<file path="config.mk">
export PLATFORM = sky130hd
export DESIGN_NAME = sdh_64k_overhead_channel_adapt
export DESIGN_NICKNAME = d
export VERILOG_FILES = /design/src/hw/ovh_pkg.sv /design/src/hw/octet_fifo.sv /design/src/hw/octet_serializer.sv /design/src/hw/sdh_64k_overhead_channel_adapt.sv
export VERILOG_INCLUDE_DIRS = /design/src /design/src/hw
export SDC_FILE = /design/constraint.sdc
export NUM_CORES = 1
export LEC_CHECK = 0
export BUFFER_PORTS_ARGS = -buffer_cell sky130_fd_sc_hd__buf_2
export CAP_MARGIN = 20
export CORE_MARGIN = 10
export CORE_UTILIZATION = 45
export CTS_CLUSTER_SIZE = 16
export DETAILED_ROUTE_END_ITERATION = 16
export GPL_ROUTABILITY_DRIVEN = 1
export HOLD_SLACK_MARGIN = 0.03
export PLACE_DENSITY_LB_ADDON = 0.1
export SKIP_LAST_GASP = 1
export SYNTH_ARGS = -nofsm -noshare
export SYNTH_HDL_FRONTEND = slang
export SYNTH_SLANG_ARGS = --single-unit
</file>
<file path="constraint.sdc">
create_clock -name sys_clk -period 3.5 [get_ports sys_clk]
set_input_delay 0.35 -clock sys_clk [delete_from_list [all_inputs] [get_ports sys_clk]]
set_output_delay 0.35 -clock sys_clk [all_outputs]
set_load 0.05 [all_outputs]
</file>
<file path="src/hw/ovh_defs.svh">
`ifndef OVH_DEFS_SVH
`define OVH_DEFS_SVH

// Clock period and serial bit time, in ns
`define OVH_CLK_NS        25
`define OVH_BIT_NS        15625
`define OVH_BIT_CYCLES    (`OVH_BIT_NS / `OVH_CLK_NS)

// Frame period and wander the elastic store must ride out, in ns
`define OVH_FRAME_NS      125000
`define OVH_WANDER_NS     18000

// Elastic store
`define OVH_STORE_DEPTH   8
`define OVH_LOW_MARK      4'h1
`define OVH_MID_MARK      4'h4
`define OVH_HIGH_MARK     4'h7

// Values
`define OVH_ALL_ONES      8'hFF
`define OVH_SEL_E1        1'b0
`define OVH_SEL_F1        1'b1

`endif

</file>
<file path="src/hw/ovh_pkg.sv">
package ovh_pkg;

    typedef enum logic [1:0] {
        SRC_PRIME = 2'b00,
        SRC_RUN   = 2'b01
    } src_state_t;

    // Overhead slot strobes on the line clock
    typedef struct packed {
        logic e1;
        logic f1;
    } ovh_slot_t;

    // Received overhead byte with its position strobes
    typedef struct packed {
        logic       e1;
        logic       f1;
        logic [7:0] data;
    } ovh_rx_t;

    // Byte offered to the section termination
    typedef struct packed {
        logic       valid;
        logic [7:0] data;
    } ovh_tx_t;

    // 64 kbit/s serial channel: clock, data, octet start
    typedef struct packed {
        logic clk;
        logic data;
        logic frame;
    } serial_t;

endpackage : ovh_pkg

</file>
<file path="src/hw/octet_fifo.sv">
module octet_fifo #(
    parameter int WIDTH = 8,
    parameter int DEPTH = 8,
    parameter int LW    = $clog2(DEPTH + 2)
) (
    input  wire logic             sys_clk,
    input  wire logic             reset,
    input  wire logic             ce,
    input  wire logic             wr_valid,
    output logic                  wr_ready,
    input  wire logic [WIDTH-1:0] wr_data,
    output logic                  rd_valid,
    input  wire logic             rd_ready,
    output logic [WIDTH-1:0]      rd_data,
    output logic [LW-1:0]         level
);
    localparam int AW = $clog2(DEPTH);

    logic [WIDTH-1:0] mem [DEPTH];
    logic [AW-1:0]    wptr;
    logic [AW-1:0]    rptr;
    logic [LW-1:0]    acnt;
    logic             out_full;
    logic             push;
    logic             pop;
    logic             load;

    assign wr_ready = (acnt != LW'(DEPTH));
    assign push     = wr_valid && wr_ready;
    assign pop      = rd_valid && rd_ready;
    assign load     = (acnt != '0) && (!out_full || pop);
    assign rd_valid = out_full;
    assign level    = acnt + LW'(out_full);

    function automatic logic [AW-1:0] bump(input logic [AW-1:0] p);
        return (p == AW'(DEPTH - 1)) ? '0 : p + 1'b1;
    endfunction : bump

    always_ff @(posedge sys_clk) begin
        if (ce && push) begin
            mem[wptr] <= wr_data;
        end
    end

    always_ff @(posedge sys_clk) begin
        if (reset) begin
            wptr <= '0;
            rptr <= '0;
            acnt <= '0;
        end else if (ce) begin
            if (push) begin
                wptr <= bump(wptr);
            end
            if (load) begin
                rptr <= bump(rptr);
            end
            acnt <= acnt + LW'(push) - LW'(load);
        end
    end

    // Read data always come out of this register
    always_ff @(posedge sys_clk) begin
        if (reset) begin
            out_full <= 1'b0;
            rd_data  <= '0;
        end else if (ce) begin
            if (load) begin
                rd_data  <= mem[rptr];
                out_full <= 1'b1;
            end else if (pop) begin
                out_full <= 1'b0;
            end
        end
    end

endmodule : octet_fifo

</file>
<file path="src/hw/octet_serializer.sv">
`include "ovh_defs.svh"

module octet_serializer #(
    parameter int BIT_CYCLES = `OVH_BIT_CYCLES
) (
    input  wire logic       sys_clk,
    input  wire logic       reset,
    input  wire logic       ce,
    input  wire logic [7:0] hold_data,
    input  wire logic       force_ones,
    output ovh_pkg::serial_t ch,
    output logic            bit_end,
    output logic            octet_end
);
    localparam int CW = $clog2(BIT_CYCLES);

    logic [CW-1:0] div;
    logic [2:0]    bitn;
    logic [7:0]    shreg;
    logic          clk_r;
    logic          frame_r;

    assign bit_end   = ce && (div == CW'(BIT_CYCLES - 1));
    assign octet_end = bit_end && (bitn == 3'h7);
    assign ch        = '{clk: clk_r, data: shreg[7], frame: frame_r};

    always_ff @(posedge sys_clk) begin
        if (reset) begin
            div   <= '0;
            clk_r <= 1'b0;
        end else if (ce) begin
            div <= bit_end ? '0 : div + 1'b1;
            // Low for the first half of a bit, rising at mid-bit
            if (div == CW'(BIT_CYCLES / 2 - 1)) begin
                clk_r <= 1'b1;
            end else if (bit_end) begin
                clk_r <= 1'b0;
            end
        end
    end

    always_ff @(posedge sys_clk) begin
        if (reset) begin
            bitn    <= 3'h0;
            shreg   <= `OVH_ALL_ONES;
            frame_r <= 1'b0;
        end else if (ce && bit_end) begin
            bitn <= bitn + 3'h1;
            if (octet_end) begin
                // Fill decided per octet: at most one octet late
                shreg   <= force_ones ? `OVH_ALL_ONES : hold_data;
                frame_r <= 1'b1;
            end else begin
                shreg   <= {shreg[6:0], 1'b1};
                frame_r <= 1'b0;
            end
        end
    end
endmodule : octet_serializer

</file>
<file path="src/hw/sdh_64k_overhead_channel_adapt.sv">
// Behaviour
// - Octet source inserts each channel octet into E1 or F1, as provisioned.
// - Elastic store written from channel clock, read at the selected slot.
// - Positive slip discards one whole stored octet, once.
// - Negative slip sends the same stored octet again in next slot.
// - Store depth absorbs at least 18 us wander without bit errors.
// - Octet sink extracts the provisioned E1 or F1 byte once per frame.
// - Octet sink latches each received octet in a store on line clock.
// - Stored octet shifts out serially on a nominal 64 kHz clock.
// - Trail fail sets server fail and all-ones within 1 ms; resumes likewise.
// - User source fills F1 only and supplies line-derived channel clock.
// - User sink extracts F1, delivers it with clock and fail indication.
// - Trail fail gives user server fail and all-ones within 1 ms.
`include "ovh_defs.svh"

module sdh_64k_overhead_channel_adapt #(
    parameter int BIT_CYCLES = `OVH_BIT_CYCLES,
    parameter int DEPTH      = `OVH_STORE_DEPTH
) (
    input  wire logic        sys_clk,
    input  wire logic        reset,
    input  wire logic        ce,
    input  wire logic        octet_sel_f1,
    input  wire logic        user_en,
    input  ovh_pkg::ovh_slot_t line_timing_input,
    input  ovh_pkg::ovh_rx_t section_adapted_info,
    input  wire logic        trail_signal_fail,
    output ovh_pkg::ovh_tx_t section_tx,
    input  wire logic        oct_in_clk,
    input  wire logic        oct_in_data,
    input  wire logic        oct_in_frame,
    output ovh_pkg::serial_t octet_channel_side,
    output logic             server_fail_action,
    output logic             alarm_fill_action,
    input  wire logic        user_in_data,
    output ovh_pkg::serial_t user_channel_side,
    output logic             user_server_fail
);
    localparam int LW = $clog2(DEPTH + 2);
    // Octets of wander to ride out on each side of the midpoint
    localparam int WANDER_OCTETS =
        (`OVH_WANDER_NS + `OVH_FRAME_NS - 1) / `OVH_FRAME_NS;
    localparam int FILL_CYCLES = 16 * BIT_CYCLES;
    localparam int FW = $clog2(FILL_CYCLES + 1);

    // Pin synchronisers: clk, data, frame
    logic [2:0] oct_meta;
    logic [2:0] oct_sync;
    logic       oct_clk_d;
    logic       oct_edge;
    logic       user_meta;
    logic       user_sync;

    // Octet assembly from the channel
    logic [7:0] asm_shift;
    logic [7:0] asm_bits;
    logic [2:0] asm_cnt;
    logic       wr_valid;
    logic       wr_ready;
    logic [7:0] wr_data;

    // Elastic store read side
    logic          rd_valid;
    logic          rd_ready;
    logic [7:0]    rd_data;
    logic [LW-1:0] level;
    ovh_pkg::src_state_t state;
    ovh_pkg::src_state_t next_state;
    logic [7:0]    last_octet;
    logic          src_slot;
    logic          take;
    logic          discard;

    // User channel
    logic [7:0] user_shift;
    logic [7:0] user_octet;
    logic       user_bit_end;
    logic       user_octet_end;

    // Sinks
    logic [7:0] oct_hold;
    logic [7:0] user_hold;
    logic       sink_slot;
    logic [FW-1:0] fail_cnt;

    // Both wander margins must fit in the store
    initial begin
        if (`OVH_MID_MARK - `OVH_LOW_MARK < WANDER_OCTETS ||
            `OVH_HIGH_MARK - `OVH_MID_MARK < WANDER_OCTETS ||
            `OVH_HIGH_MARK > DEPTH) begin
            $error("elastic store too shallow for wander");
        end
    end

    always_ff @(posedge sys_clk) begin
        if (reset) begin
            oct_meta  <= 3'h0;
            oct_sync  <= 3'h0;
            oct_clk_d <= 1'b0;
            user_meta <= 1'b1;
            user_sync <= 1'b1;
        end else if (ce) begin
            oct_meta  <= {oct_in_clk, oct_in_data, oct_in_frame};
            oct_sync  <= oct_meta;
            oct_clk_d <= oct_sync[2];
            user_meta <= user_in_data;
            user_sync <= user_meta;
        end
    end

    assign oct_edge = oct_sync[2] && !oct_clk_d;
    assign asm_bits = {asm_shift[6:0], oct_sync[1]};

    // Channel side writes octets into the store on its own clock edges
    always_ff @(posedge sys_clk) begin
        if (reset) begin
            asm_shift <= 8'h00;
            asm_cnt   <= 3'h0;
            wr_valid  <= 1'b0;
            wr_data   <= 8'h00;
        end else if (ce) begin
            if (wr_valid && wr_ready) begin
                wr_valid <= 1'b0;
            end
            if (oct_edge) begin
                asm_shift <= asm_bits;
                if (oct_sync[0]) begin
                    asm_cnt <= 3'h1;
                end else if (asm_cnt != 3'h0) begin
                    // Count only once aligned: a partial octet is dropped
                    asm_cnt <= asm_cnt + 3'h1;
                end
                // A full store stalls this holding octet; a newer one
                // overwrites it, which is itself a slip
                if (!oct_sync[0] && asm_cnt == 3'h7) begin
                    wr_valid <= 1'b1;
                    wr_data  <= asm_bits;
                end
            end
        end
    end

    octet_fifo #(
        .WIDTH (8),
        .DEPTH (DEPTH),
        .LW    (LW)
    ) store (
        .sys_clk  (sys_clk),
        .reset    (reset),
        .ce       (ce),
        .wr_valid (wr_valid),
        .wr_ready (wr_ready),
        .wr_data  (wr_data),
        .rd_valid (rd_valid),
        .rd_ready (rd_ready),
        .rd_data  (rd_data),
        .level    (level)
    );

    assign src_slot = octet_sel_f1 ? line_timing_input.f1
                                   : line_timing_input.e1;
    assign take     = ce && src_slot && rd_valid &&
                      state == ovh_pkg::SRC_RUN &&
                      level > LW'(`OVH_LOW_MARK);
    // Discard away from the slot so the slot always sees a settled head
    assign discard  = ce && !src_slot && rd_valid &&
                      state == ovh_pkg::SRC_RUN &&
                      level >= LW'(`OVH_HIGH_MARK);
    assign rd_ready = take || discard;

    always_comb begin
        next_state = state;
        case (state)
            ovh_pkg::SRC_PRIME: begin
                if (level >= LW'(`OVH_MID_MARK)) begin
                    next_state = ovh_pkg::SRC_RUN;
                end
            end
            ovh_pkg::SRC_RUN: begin
                next_state = ovh_pkg::SRC_RUN;
            end
            default: begin
                next_state = ovh_pkg::SRC_PRIME;
            end
        endcase
    end

    always_ff @(posedge sys_clk) begin
        if (reset) begin
            state <= ovh_pkg::SRC_PRIME;
        end else if (ce) begin
            state <= next_state;
        end
    end

    // Byte towards the section: octet channel in its slot, user in F1
    always_ff @(posedge sys_clk) begin
        if (reset) begin
            section_tx <= '{valid: 1'b0, data: `OVH_ALL_ONES};
            last_octet <= `OVH_ALL_ONES;
        end else if (ce) begin
            section_tx.valid <= 1'b0;
            if (src_slot) begin
                section_tx.valid <= 1'b1;
                if (take) begin
                    section_tx.data <= rd_data;
                    last_octet      <= rd_data;
                end else begin
                    section_tx.data <= last_octet;
                end
            end else if (user_en && line_timing_input.f1) begin
                section_tx.valid <= 1'b1;
                section_tx.data  <= user_octet;
            end
        end
    end

    // User source: clock shared with the user sink, bits taken at bit end
    always_ff @(posedge sys_clk) begin
        if (reset) begin
            user_shift <= `OVH_ALL_ONES;
            user_octet <= `OVH_ALL_ONES;
        end else if (ce && user_bit_end) begin
            user_shift <= {user_shift[6:0], user_sync};
            if (user_octet_end) begin
                user_octet <= {user_shift[6:0], user_sync};
            end
        end
    end

    assign sink_slot = octet_sel_f1 ? section_adapted_info.f1
                                    : section_adapted_info.e1;

    always_ff @(posedge sys_clk) begin
        if (reset) begin
            oct_hold  <= `OVH_ALL_ONES;
            user_hold <= `OVH_ALL_ONES;
        end else if (ce) begin
            if (sink_slot) begin
                oct_hold <= section_adapted_info.data;
            end
            if (section_adapted_info.f1) begin
                user_hold <= section_adapted_info.data;
            end
        end
    end

    always_ff @(posedge sys_clk) begin
        if (reset) begin
            server_fail_action <= 1'b0;
            alarm_fill_action  <= 1'b0;
            user_server_fail   <= 1'b0;
        end else if (ce) begin
            server_fail_action <= trail_signal_fail;
            alarm_fill_action  <= trail_signal_fail;
            user_server_fail   <= trail_signal_fail;
        end
    end

    octet_serializer #(
        .BIT_CYCLES (BIT_CYCLES)
    ) octet_out (
        .sys_clk    (sys_clk),
        .reset      (reset),
        .ce         (ce),
        .hold_data  (oct_hold),
        .force_ones (alarm_fill_action),
        .ch         (octet_channel_side),
        .bit_end    (),
        .octet_end  ()
    );

    octet_serializer #(
        .BIT_CYCLES (BIT_CYCLES)
    ) user_out (
        .sys_clk    (sys_clk),
        .reset      (reset),
        .ce         (ce),
        .hold_data  (user_hold),
        .force_ones (user_server_fail),
        .ch         (user_channel_side),
        .bit_end    (user_bit_end),
        .octet_end  (user_octet_end)
    );

    // Helper for the fill checks: cycles of uninterrupted trail fail
    always_ff @(posedge sys_clk) begin
        if (reset || !trail_signal_fail) begin
            fail_cnt <= '0;
        end else if (ce && fail_cnt != FW'(FILL_CYCLES)) begin
            fail_cnt <= fail_cnt + 1'b1;
        end
    end
endmodule : sdh_64k_overhead_channel_adapt

</file>
==> impl_metrics.py, run 1 <==
metrics = {
    "sta": {
        "timing.fmax_ghz": 0.347,
        "timing.final.crit_share_pct": 82.3,
        "fin_skew_ns": 0.00518,
        "max_slew_margin_pct": 40.7,
        "finalCriticalPeriod_ns": 2.88,
        "tns_ns": 0,
        "tightest_slew_ns": 0.888,
        "grt_setup_unrepaired": "false",
        "holdWs_ns": 0.0747,
        "hold_viol": 0,
        "slew_violations": 0,
        "finalWorstSetupSlack_ns": 0.620,
        "setup_viol": 0,
    },
    "finish": {
        "instances_no_fill": 1059,
        "nFillCells": 1713,
        "layout-drive-gt1-share_pct": 12.8,
        "antenna_cells": 0,
        "fin_nets": 855,
        "final_common_cell": "dfxtp_1",
        "syn2layout_area_growth_pct": 11.8,
        "finalInstanceArea_sq_mm": 0.00965,
        "layout_common_cells": "143 x dfxtp_1, 80 x nor2_1, 71 x nand2_1",
    },
    "placed_design": {
        "place_hpwl_mm": 11.4,
        "io_buffers": 39,
        "place_ws_ns": 0.631,
        "place_congestion": 0.757,
        "post_dp_cell_area_sq_mm": 0.00898,
        "place_inst": 1017,
    },
    "clocking": {
        "clock_sinks": 207,
        "post-cts-setup-buffers": 0,
        "clk_latency_ns": 0.50,
        "clk_pin_slew_ns": 0.06,
        "h-tree-depth": 1,
        "post_cts_resized": 0,
        "clockRootBuffer": "clkbuf_16",
        "cts_hold_buffers": 0,
        "clockBufferDepth": 3,
        "cts_tree": "yes",
        "cts_made_buffers": 23,
    },
    "critical_path": {
        "slowest_delay_ns": 0.34,
        "cp.arrival_ns": 3.29,
        "cpLargestDelayFamily": "compound AO/OA/AOI/OAI gates",
        "critPathKind": "flip-flop to flip-flop",
        "crit_slowest_cell": "dfxtp_1",
        "startpoint_type": "flip-flop",
        "path_cells": "ha_1 -> ha_1 -> nand2_1 -> o211a_1 -> o211a_1 -> a21oi_1 -> ha_1 -> inv_1 -> ha_1 -> a21o_1 -> a21oi_1 -> xnor2_1 -> a211oi_1",
        "crit_path_end_kind": "flip-flop",
        "worstPathRequired_ns": 3.91,
        "crit_fanout": 4,
        "crit_path_frequent_cell": "ha_1",
        "path_buf_inv": 1,
    },
    "power_and_ir_drop": {
        "vdd_drop_max_uv": 300,
        "p_leak_nw": 3.92,
        "powerDensity_mw_per_mm2": 563,
    },
    "synth": {
        "ys_top_cells_by_area": "dfxtp_1 33%, edfxtp_1 22%, mux2i_1 4.6%, mux4_2 4.2%, ha_1 3.5%",
        "synth_area_leader_cell": "dfxtp_1",
        "synth_warnings": 0,
        "synthCells": 786,
        "syn-num-nets": 833,
        "synth_seq_cells": 207,
        "syn_area_sq_mm": 0.00863,
        "avgSynthCellArea_sq_um": 11.0,
        "synth_edf_count": 64,
        "yosysTopAreaCellShare_pct": 33.2,
        "synthArstFlopShare_pct": 0,
        "synth_cell_types": 47,
        "yosysSeqAreaShare_pct": 55.4,
        "dominantRegCellSynth": "dfxtp_1",
    },
    "grt": {
        "grt_start_max_net_pins": 74,
        "grt_use_total_pct": 13.7,
        "grt_pass1_vias": 5674,
        "antenna_found_initial": 0,
        "grt_overflow": 0,
        "grt_pass1_wl_mm": 28.4,
    },
    "flow_run": {
        "cap_violations": 0,
    },
    "die": {
        "die_w_microns": 159,
        "chipHeight_microns": 159,
        "fp-row-count": 50,
        "core_area_sq_mm": 0.0188,
        "die_area_sq_mm": 0.0251,
        "start_util_pct": 46.0,
        "ios": 40,
    },
    "worst_hold_path": {
        "holdCritPathClass": "primary input to flip-flop",
    },
    "routing": {
        "antenna_left": 0,
        "dr_wl_met2_mm": 7.79,
        "wl_met1_mm": 7.78,
        "drt_iter0_drc": 239,
        "top_layer": "met4",
        "vias": 5749,
        "drt_wl_total_mm": 16.8,
        "route.met3.wl_microns": 880,
        "drc": 0,
        "vias_per_cell": 5.43,
        "wire_per_inst_microns": 15.8,
        "dr.pass1.iters": 4,
    },
    "outcome": {
        "status": "complete, no violations",
    },
}
==> per-stage QoR <==
stage / total power, mW / util (%)
floorplan: 3.19 / -
global placement: 3.31 / 47.8
detailed placement: 3.35 / 47.8
CTS: 5.51 / 51.4
global route: 5.69 / 51.4
finish: 5.43 / 51.4
==> final cells by class <==
cell class	count	area, sq um	area share (%)
tap	234	293	3.04
multi-input combinational	502	3500	36.3
clock inverter	11	52.6	0.545
sequential	207	4780	49.6
timing repair buffer	54	323	3.35
clock buffer	31	616	6.38
inverter	20	75.1	0.778
==> worst reg2reg max path: cells and delay by family (launching register included) <==
family | cells | cell delay [ns]
XOR/XNOR | 1 | 0.08
AO/OA/AOI/OAI | 6 | 1.17
adder cells (fa/ha/maj) | 4 | 1.06
flip-flops | 1 | 0.34
AND/OR/NAND/NOR | 1 | 0.07
buffers and inverters | 1 | 0.06
==> kinds of logic (layout without fill, tap and decap cells) <==
logic type / after synthesis / after routing / synth area share, %
AO/OA/AOI/OAI: 132 / 132 / 10.3
XOR/XNOR: 21 / 21 / 2.13
adder cells (fa/ha/maj): 25 / 25 / 3.71
buffers and inverters: 77 / 116 / 3.99
flip-flops: 207 / 207 / 55.4
multiplexers: 57 / 57 / 8.94
AND/OR/NAND/NOR: 267 / 267 / 15.5
==> report_power, final <==
group	switching [mW]	internal (mW)
Clock	0.911	1.23
Sequential	0.105	2.55
Combinational	0.343	0.295
Total	1.36	4.07
==> metal layers <==
| metal | global-route usage, % | vias to the layer above |
|---|---|---|
| met4 | 3.97 | 0 |
| met2 | 22.1 | 93 |
| met5 | 0 | - |
| met3 | 3.08 | 32 |
| met1 | 17.9 | 2764 |
| li1 | - | 2860 |
==> state kept, by name, indices dropped and copies added (netlist names), 3 cells and up <==
name             cells
last_octet           8
store.wptr           3
store.rptr           3
store.mem           64
user_out.div        10
user_octet           8
user_hold            8
user_out.bitn        3
oct_sync             3
wr_data              8
octet_out.shreg      8
store.rd_data        8
asm_cnt              3
user_shift           7
store.acnt           4
octet_out.bitn       3
user_out.shreg       8
oct_hold             8
octet_out.div       10
section_tx           9
oct_meta             3
asm_shift            7
==> synthesized netlist by cell type, types with 3 or more instances <==
master	number
a21oi_1	42
o21ai_0	23
buf_2	8
inv_1	20
buf_4	10
or3_1	9
nor2b_1	4
nand3b_1	17
and3_1	26
nand2b_1	19
nor2_1	80
mux2i_1	40
nor4b_1	4
nor4bb_1	3
xnor2_1	6
xor2_1	15
nand3_1	13
edfxtp_1	64
nand2_1	71
mux4_2	16
nand4_1	6
a221oi_1	8
a211o_1	33
a211oi_1	16
clkbuf_1	37
nor3_1	5
dfxtp_1	143
ha_1	24
==> final timing paths <==
kind                                                       from                         endpoint  slack [ns]  cells after the start
worst max-delay path                store.rd_valid$_SDFFE_PP0P_       store.acnt[3]$_SDFFE_PP0P_        0.62                     13
worst min-delay path                               user_in_data           user_meta$_SDFFE_PP1P_        0.07                      2
worst max register to register      store.rd_valid$_SDFFE_PP0P_       store.acnt[3]$_SDFFE_PP0P_        0.62                     13
worst min register to register  octet_out.shreg[7]$_SDFFE_PP1P_  octet_out.shreg[7]$_SDFFE_PP1P_        0.46                      1
(Power assumes the default switching activity.)
==> inputs of run 2 (changes only) <==
--- a/config.mk
+++ b/config.mk
@@ -6,6 +6,7 @@
 export SDC_FILE = /design/constraint.sdc
 export NUM_CORES = 1
 export LEC_CHECK = 0
+export ABC_AREA = 1
 export BUFFER_PORTS_ARGS = -buffer_cell sky130_fd_sc_hd__buf_2
 export CAP_MARGIN = 20
 export CORE_MARGIN = 10
==> constraint.sdc (replaced) <==
create_clock -name sys_clk -period 3 [get_ports sys_clk]
set_input_delay 0.3 -clock sys_clk [delete_from_list [all_inputs] [get_ports sys_clk]]
set_output_delay 0.3 -clock sys_clk [all_outputs]
set_load 0.05 [all_outputs]
==> impl_metrics.py, run 2 <==
metrics = {
    "worst_hold_path": {
        "holdPathEnd": "user_server_fail$_SDFFE_PP0P_",
        "hp-start": "trail_signal_fail",
        "holdCritPathClass": "primary input to flip-flop",
        "whs_path_depth": 3,
    },
    "synth": {
        "avgSynthCellArea_sq_um": 8.71,
        "synth_warnings": 0,
        "yosys-top-cells-count": "236 x nand2_1, 143 x dfxtp_1, 114 x nor2_1",
        "synth.most_common_cell": "nand2_1",
        "synth_area_leader_cell": "dfxtp_1",
        "ys_top_cells_by_area": "dfxtp_1 33%, edfxtp_1 22%, nand2_1 10%, nand3_1 5.7%, nor2_1 4.9%",
        "yosysTopAreaCellShare_pct": 33.1,
        "yosysSeqAreaShare_pct": 55.2,
        "synthCells": 994,
        "syn_area_sq_mm": 0.00866,
        "synth_seq_cells": 207,
        "synth_cell_types": 43,
        "dominantRegCellSynth": "dfxtp_1",
        "synth_edf_count": 64,
        "syn-num-nets": 1041,
        "synthArstFlopShare_pct": 0,
    },
    "finish": {
        "instances_no_fill": 1313,
        "top_register": "store.mem",
        "final_common_cell": "nand2_1",
        "syn2layout_area_growth_pct": 14.3,
        "seq_area_sq_mm": 0.00478,
        "nFillCells": 1781,
        "largest_reg_flops": 64,
        "layout_common_cells": "236 x nand2_1, 143 x dfxtp_1, 114 x nor2_1",
        "multi_input_area_sq_mm": 0.00333,
        "layout-drive-gt1-share_pct": 11.9,
        "reg_top3": "store.mem: 64 flops, octet_out.div: 10 flops, user_out.div: 10 flops",
        "antenna_cells": 0,
        "fin_nets": 1084,
    },
    "critical_path": {
        "crit_slowest_cell": "fa_1",
        "critPathKind": "flip-flop to flip-flop",
        "crit_path_frequent_cell": "inv_1",
        "crit_path_end_kind": "flip-flop",
        "r2r_slack_ns": 0.29,
        "cp.arrival_ns": 3.11,
        "r2r-end": "store.acnt[2]$_SDFFE_PP0P_",
        "crit_fanout": 3,
        "slowest_delay_ns": 0.37,
        "r2r.worst_path.cells": 18,
        "path_buf_inv": 5,
        "worstReg2RegStart": "store.rd_valid$_SDFFE_PP0P_",
        "path_cells": "ha_1 -> ha_1 -> inv_1 -> nand2_1 -> nand2_1 -> nand3_1 -> nand2_4 -> nand3_2 -> nand2_1 -> inv_1 -> ha_1 -> inv_1 -> ha_1 -> inv_1 -> fa_1 -> xnor2_1 -> o21ai_0 -> inv_1",
        "cp_num_cells": 18,
        "cpLargestDelayFamily": "adder cells",
        "worstPathRequired_ns": 3.40,
        "startpoint_type": "flip-flop",
        "crit_start": "store.rd_valid$_SDFFE_PP0P_",
    },
    "routing": {
        "antenna_left": 0,
        "drt_iter0_drc": 345,
        "dr.pass1.iters": 4,
        "vias": 6449,
        "wire_per_inst_microns": 13.8,
        "drt_wl_total_mm": 18.1,
        "vias_per_cell": 4.91,
        "drc": 0,
    },
    "sta": {
        "max_slew_margin_pct": 52.0,
        "finalCriticalPeriod_ns": 2.71,
        "holdWs_ns": 0.137,
        "timing.fmax_ghz": 0.369,
        "hold_viol": 0,
        "fin_skew_ns": 0.00692,
        "setup_viol": 0,
        "tightest_slew_ns": 0.718,
        "slew_violations": 0,
        "grt_setup_unrepaired": "false",
        "tns_ns": 0,
        "timing.final.crit_share_pct": 90.3,
    },
    "outcome": {
        "status": "complete, no violations",
    },
    "grt": {
        "globalRouteMet2Util_pct": 22.2,
        "grt_overflow": 0,
        "grt_pass1_vias": 6167,
        "grt_use_total_pct": 14.0,
        "grt_start_max_net_pins": 35,
        "met3_usage_pct": 2.48,
        "antenna_found_initial": 0,
        "top_usage_layer": "met2",
        "use_met1_pct": 19.3,
        "grt_pass1_wl_mm": 30.6,
    },
    "placed_design": {
        "place_inst": 1259,
        "place_hpwl_mm": 12.0,
        "place_congestion": 0.797,
        "io_buffers": 39,
    },
    "clocking": {
        "clockBufferDepth": 3,
        "clock_sinks": 207,
        "clockRootBuffer": "clkbuf_16",
        "clk_pin_slew_ns": 0.06,
        "clk_latency_ns": 0.50,
        "h-tree-depth": 1,
        "cts_tree": "yes",
        "cts_made_buffers": 23,
        "post_cts_resized": 0,
    },
    "power_and_ir_drop": {
        "seqPwrFrac_pct": 46.3,
        "powerDensity_mw_per_mm2": 658,
        "p_switching_mw": 1.68,
        "sw_frac_of_total_pct": 25.9,
        "p_leak_nw": 4.21,
        "share_comb_of_total_power_pct": 12.0,
        "pwr-share-clk_pct": 41.7,
        "internal_power_mw": 4.82,
        "vdd_drop_max_uv": 329,
    },
    "die": {
        "die_w_microns": 159,
        "die_area_sq_mm": 0.0252,
        "start_util_pct": 46.0,
        "chipHeight_microns": 159,
        "core_area_sq_mm": 0.0188,
        "ios": 40,
        "fp-row-count": 50,
    },
    "flow_run": {
        "cap_violations": 0,
    },
}
run 2: repair_timing:
action,in CTS,in global routing
buffers inserted,0,0
hold endpoints to repair,15,0
hold buffers,12,0
run 2: per-stage QoR:
stage	total power [mW]	instance area, sq um	utilization (%)	worst slack, ns
6_report	6.51	9900	52.6	0.292
5_1_grt	6.81	9900	52.6	0.0642
4_1_cts	6.58	9870	52.4	0.275
3_5_place_dp	3.84	9020	47.9	0.288
3_3_place_gp	3.83	9020	47.9	0.308
2_1_floorplan	3.64	8660	-	0.405
run 2: area by class of cell:
| class | instances | area share [%] |
|---|---|---|
| multi-input cells | 663 | 33.6 |
| repair buffers | 66 | 4.53 |
| inverters | 76 | 2.88 |
| flip-flops and latches | 207 | 48.3 |
| well taps | 260 | 3.29 |
| clock inverters | 14 | 1.25 |
| clock buffers | 27 | 6.07 |
run 2: logic make-up (layout without fill, tap and decap cells):
logic type / after synthesis / in the layout / synth area share [%]
AND/OR/NAND/NOR: 481 / 481 / 23.9
flip-flops: 207 / 207 / 55.2
AO/OA/AOI/OAI: 153 / 153 / 10.4
buffers and inverters: 124 / 183 / 6.33
adder cells (fa/ha/maj): 25 / 25 / 3.70
XOR/XNOR: 4 / 4 / 0.405
run 2: worst max-delay path by stage:
stage,endpoint,slack (ns)
after floorplan,store.acnt[2]$_SDFFE_PP0P_,0.40
after global placement,store.acnt[2]$_SDFFE_PP0P_,0.31
after global routing,store.acnt[2]$_SDFFE_PP0P_,0.06
final,store.acnt[2]$_SDFFE_PP0P_,0.29
after detailed placement,store.acnt[2]$_SDFFE_PP0P_,0.29
after CTS,store.acnt[2]$_SDFFE_PP0P_,0.28
run 2: per-layer routing:
layer  routed length, microns  part of all wire (%)  vias up
met2                     8100                    45       76
met3                      635                   3.5       28
met5                        0                     0        -
met4                      373                   2.1        0
li1                         -                     -     3401
met1                     8960                    50     2944
run 2: worst min-delay path: cells and delay by family:
family	cells	cell delay [ns]
buffers and inverters	1	0.09
AOI/OAI and AO/OA	2	0.21
run 2: power groups by stage:
stage / sequential, mW / combinational, mW / clock, mW
final: 3.01 / 0.782 / 2.71
after global routing: 3.02 / 0.901 / 2.89
after CTS: 3.01 / 0.782 / 2.79
after detailed placement: 3.07 / 0.766 / 0
after global placement: 3.07 / 0.759 / 0
after floorplan: 3.09 / 0.551 / 0
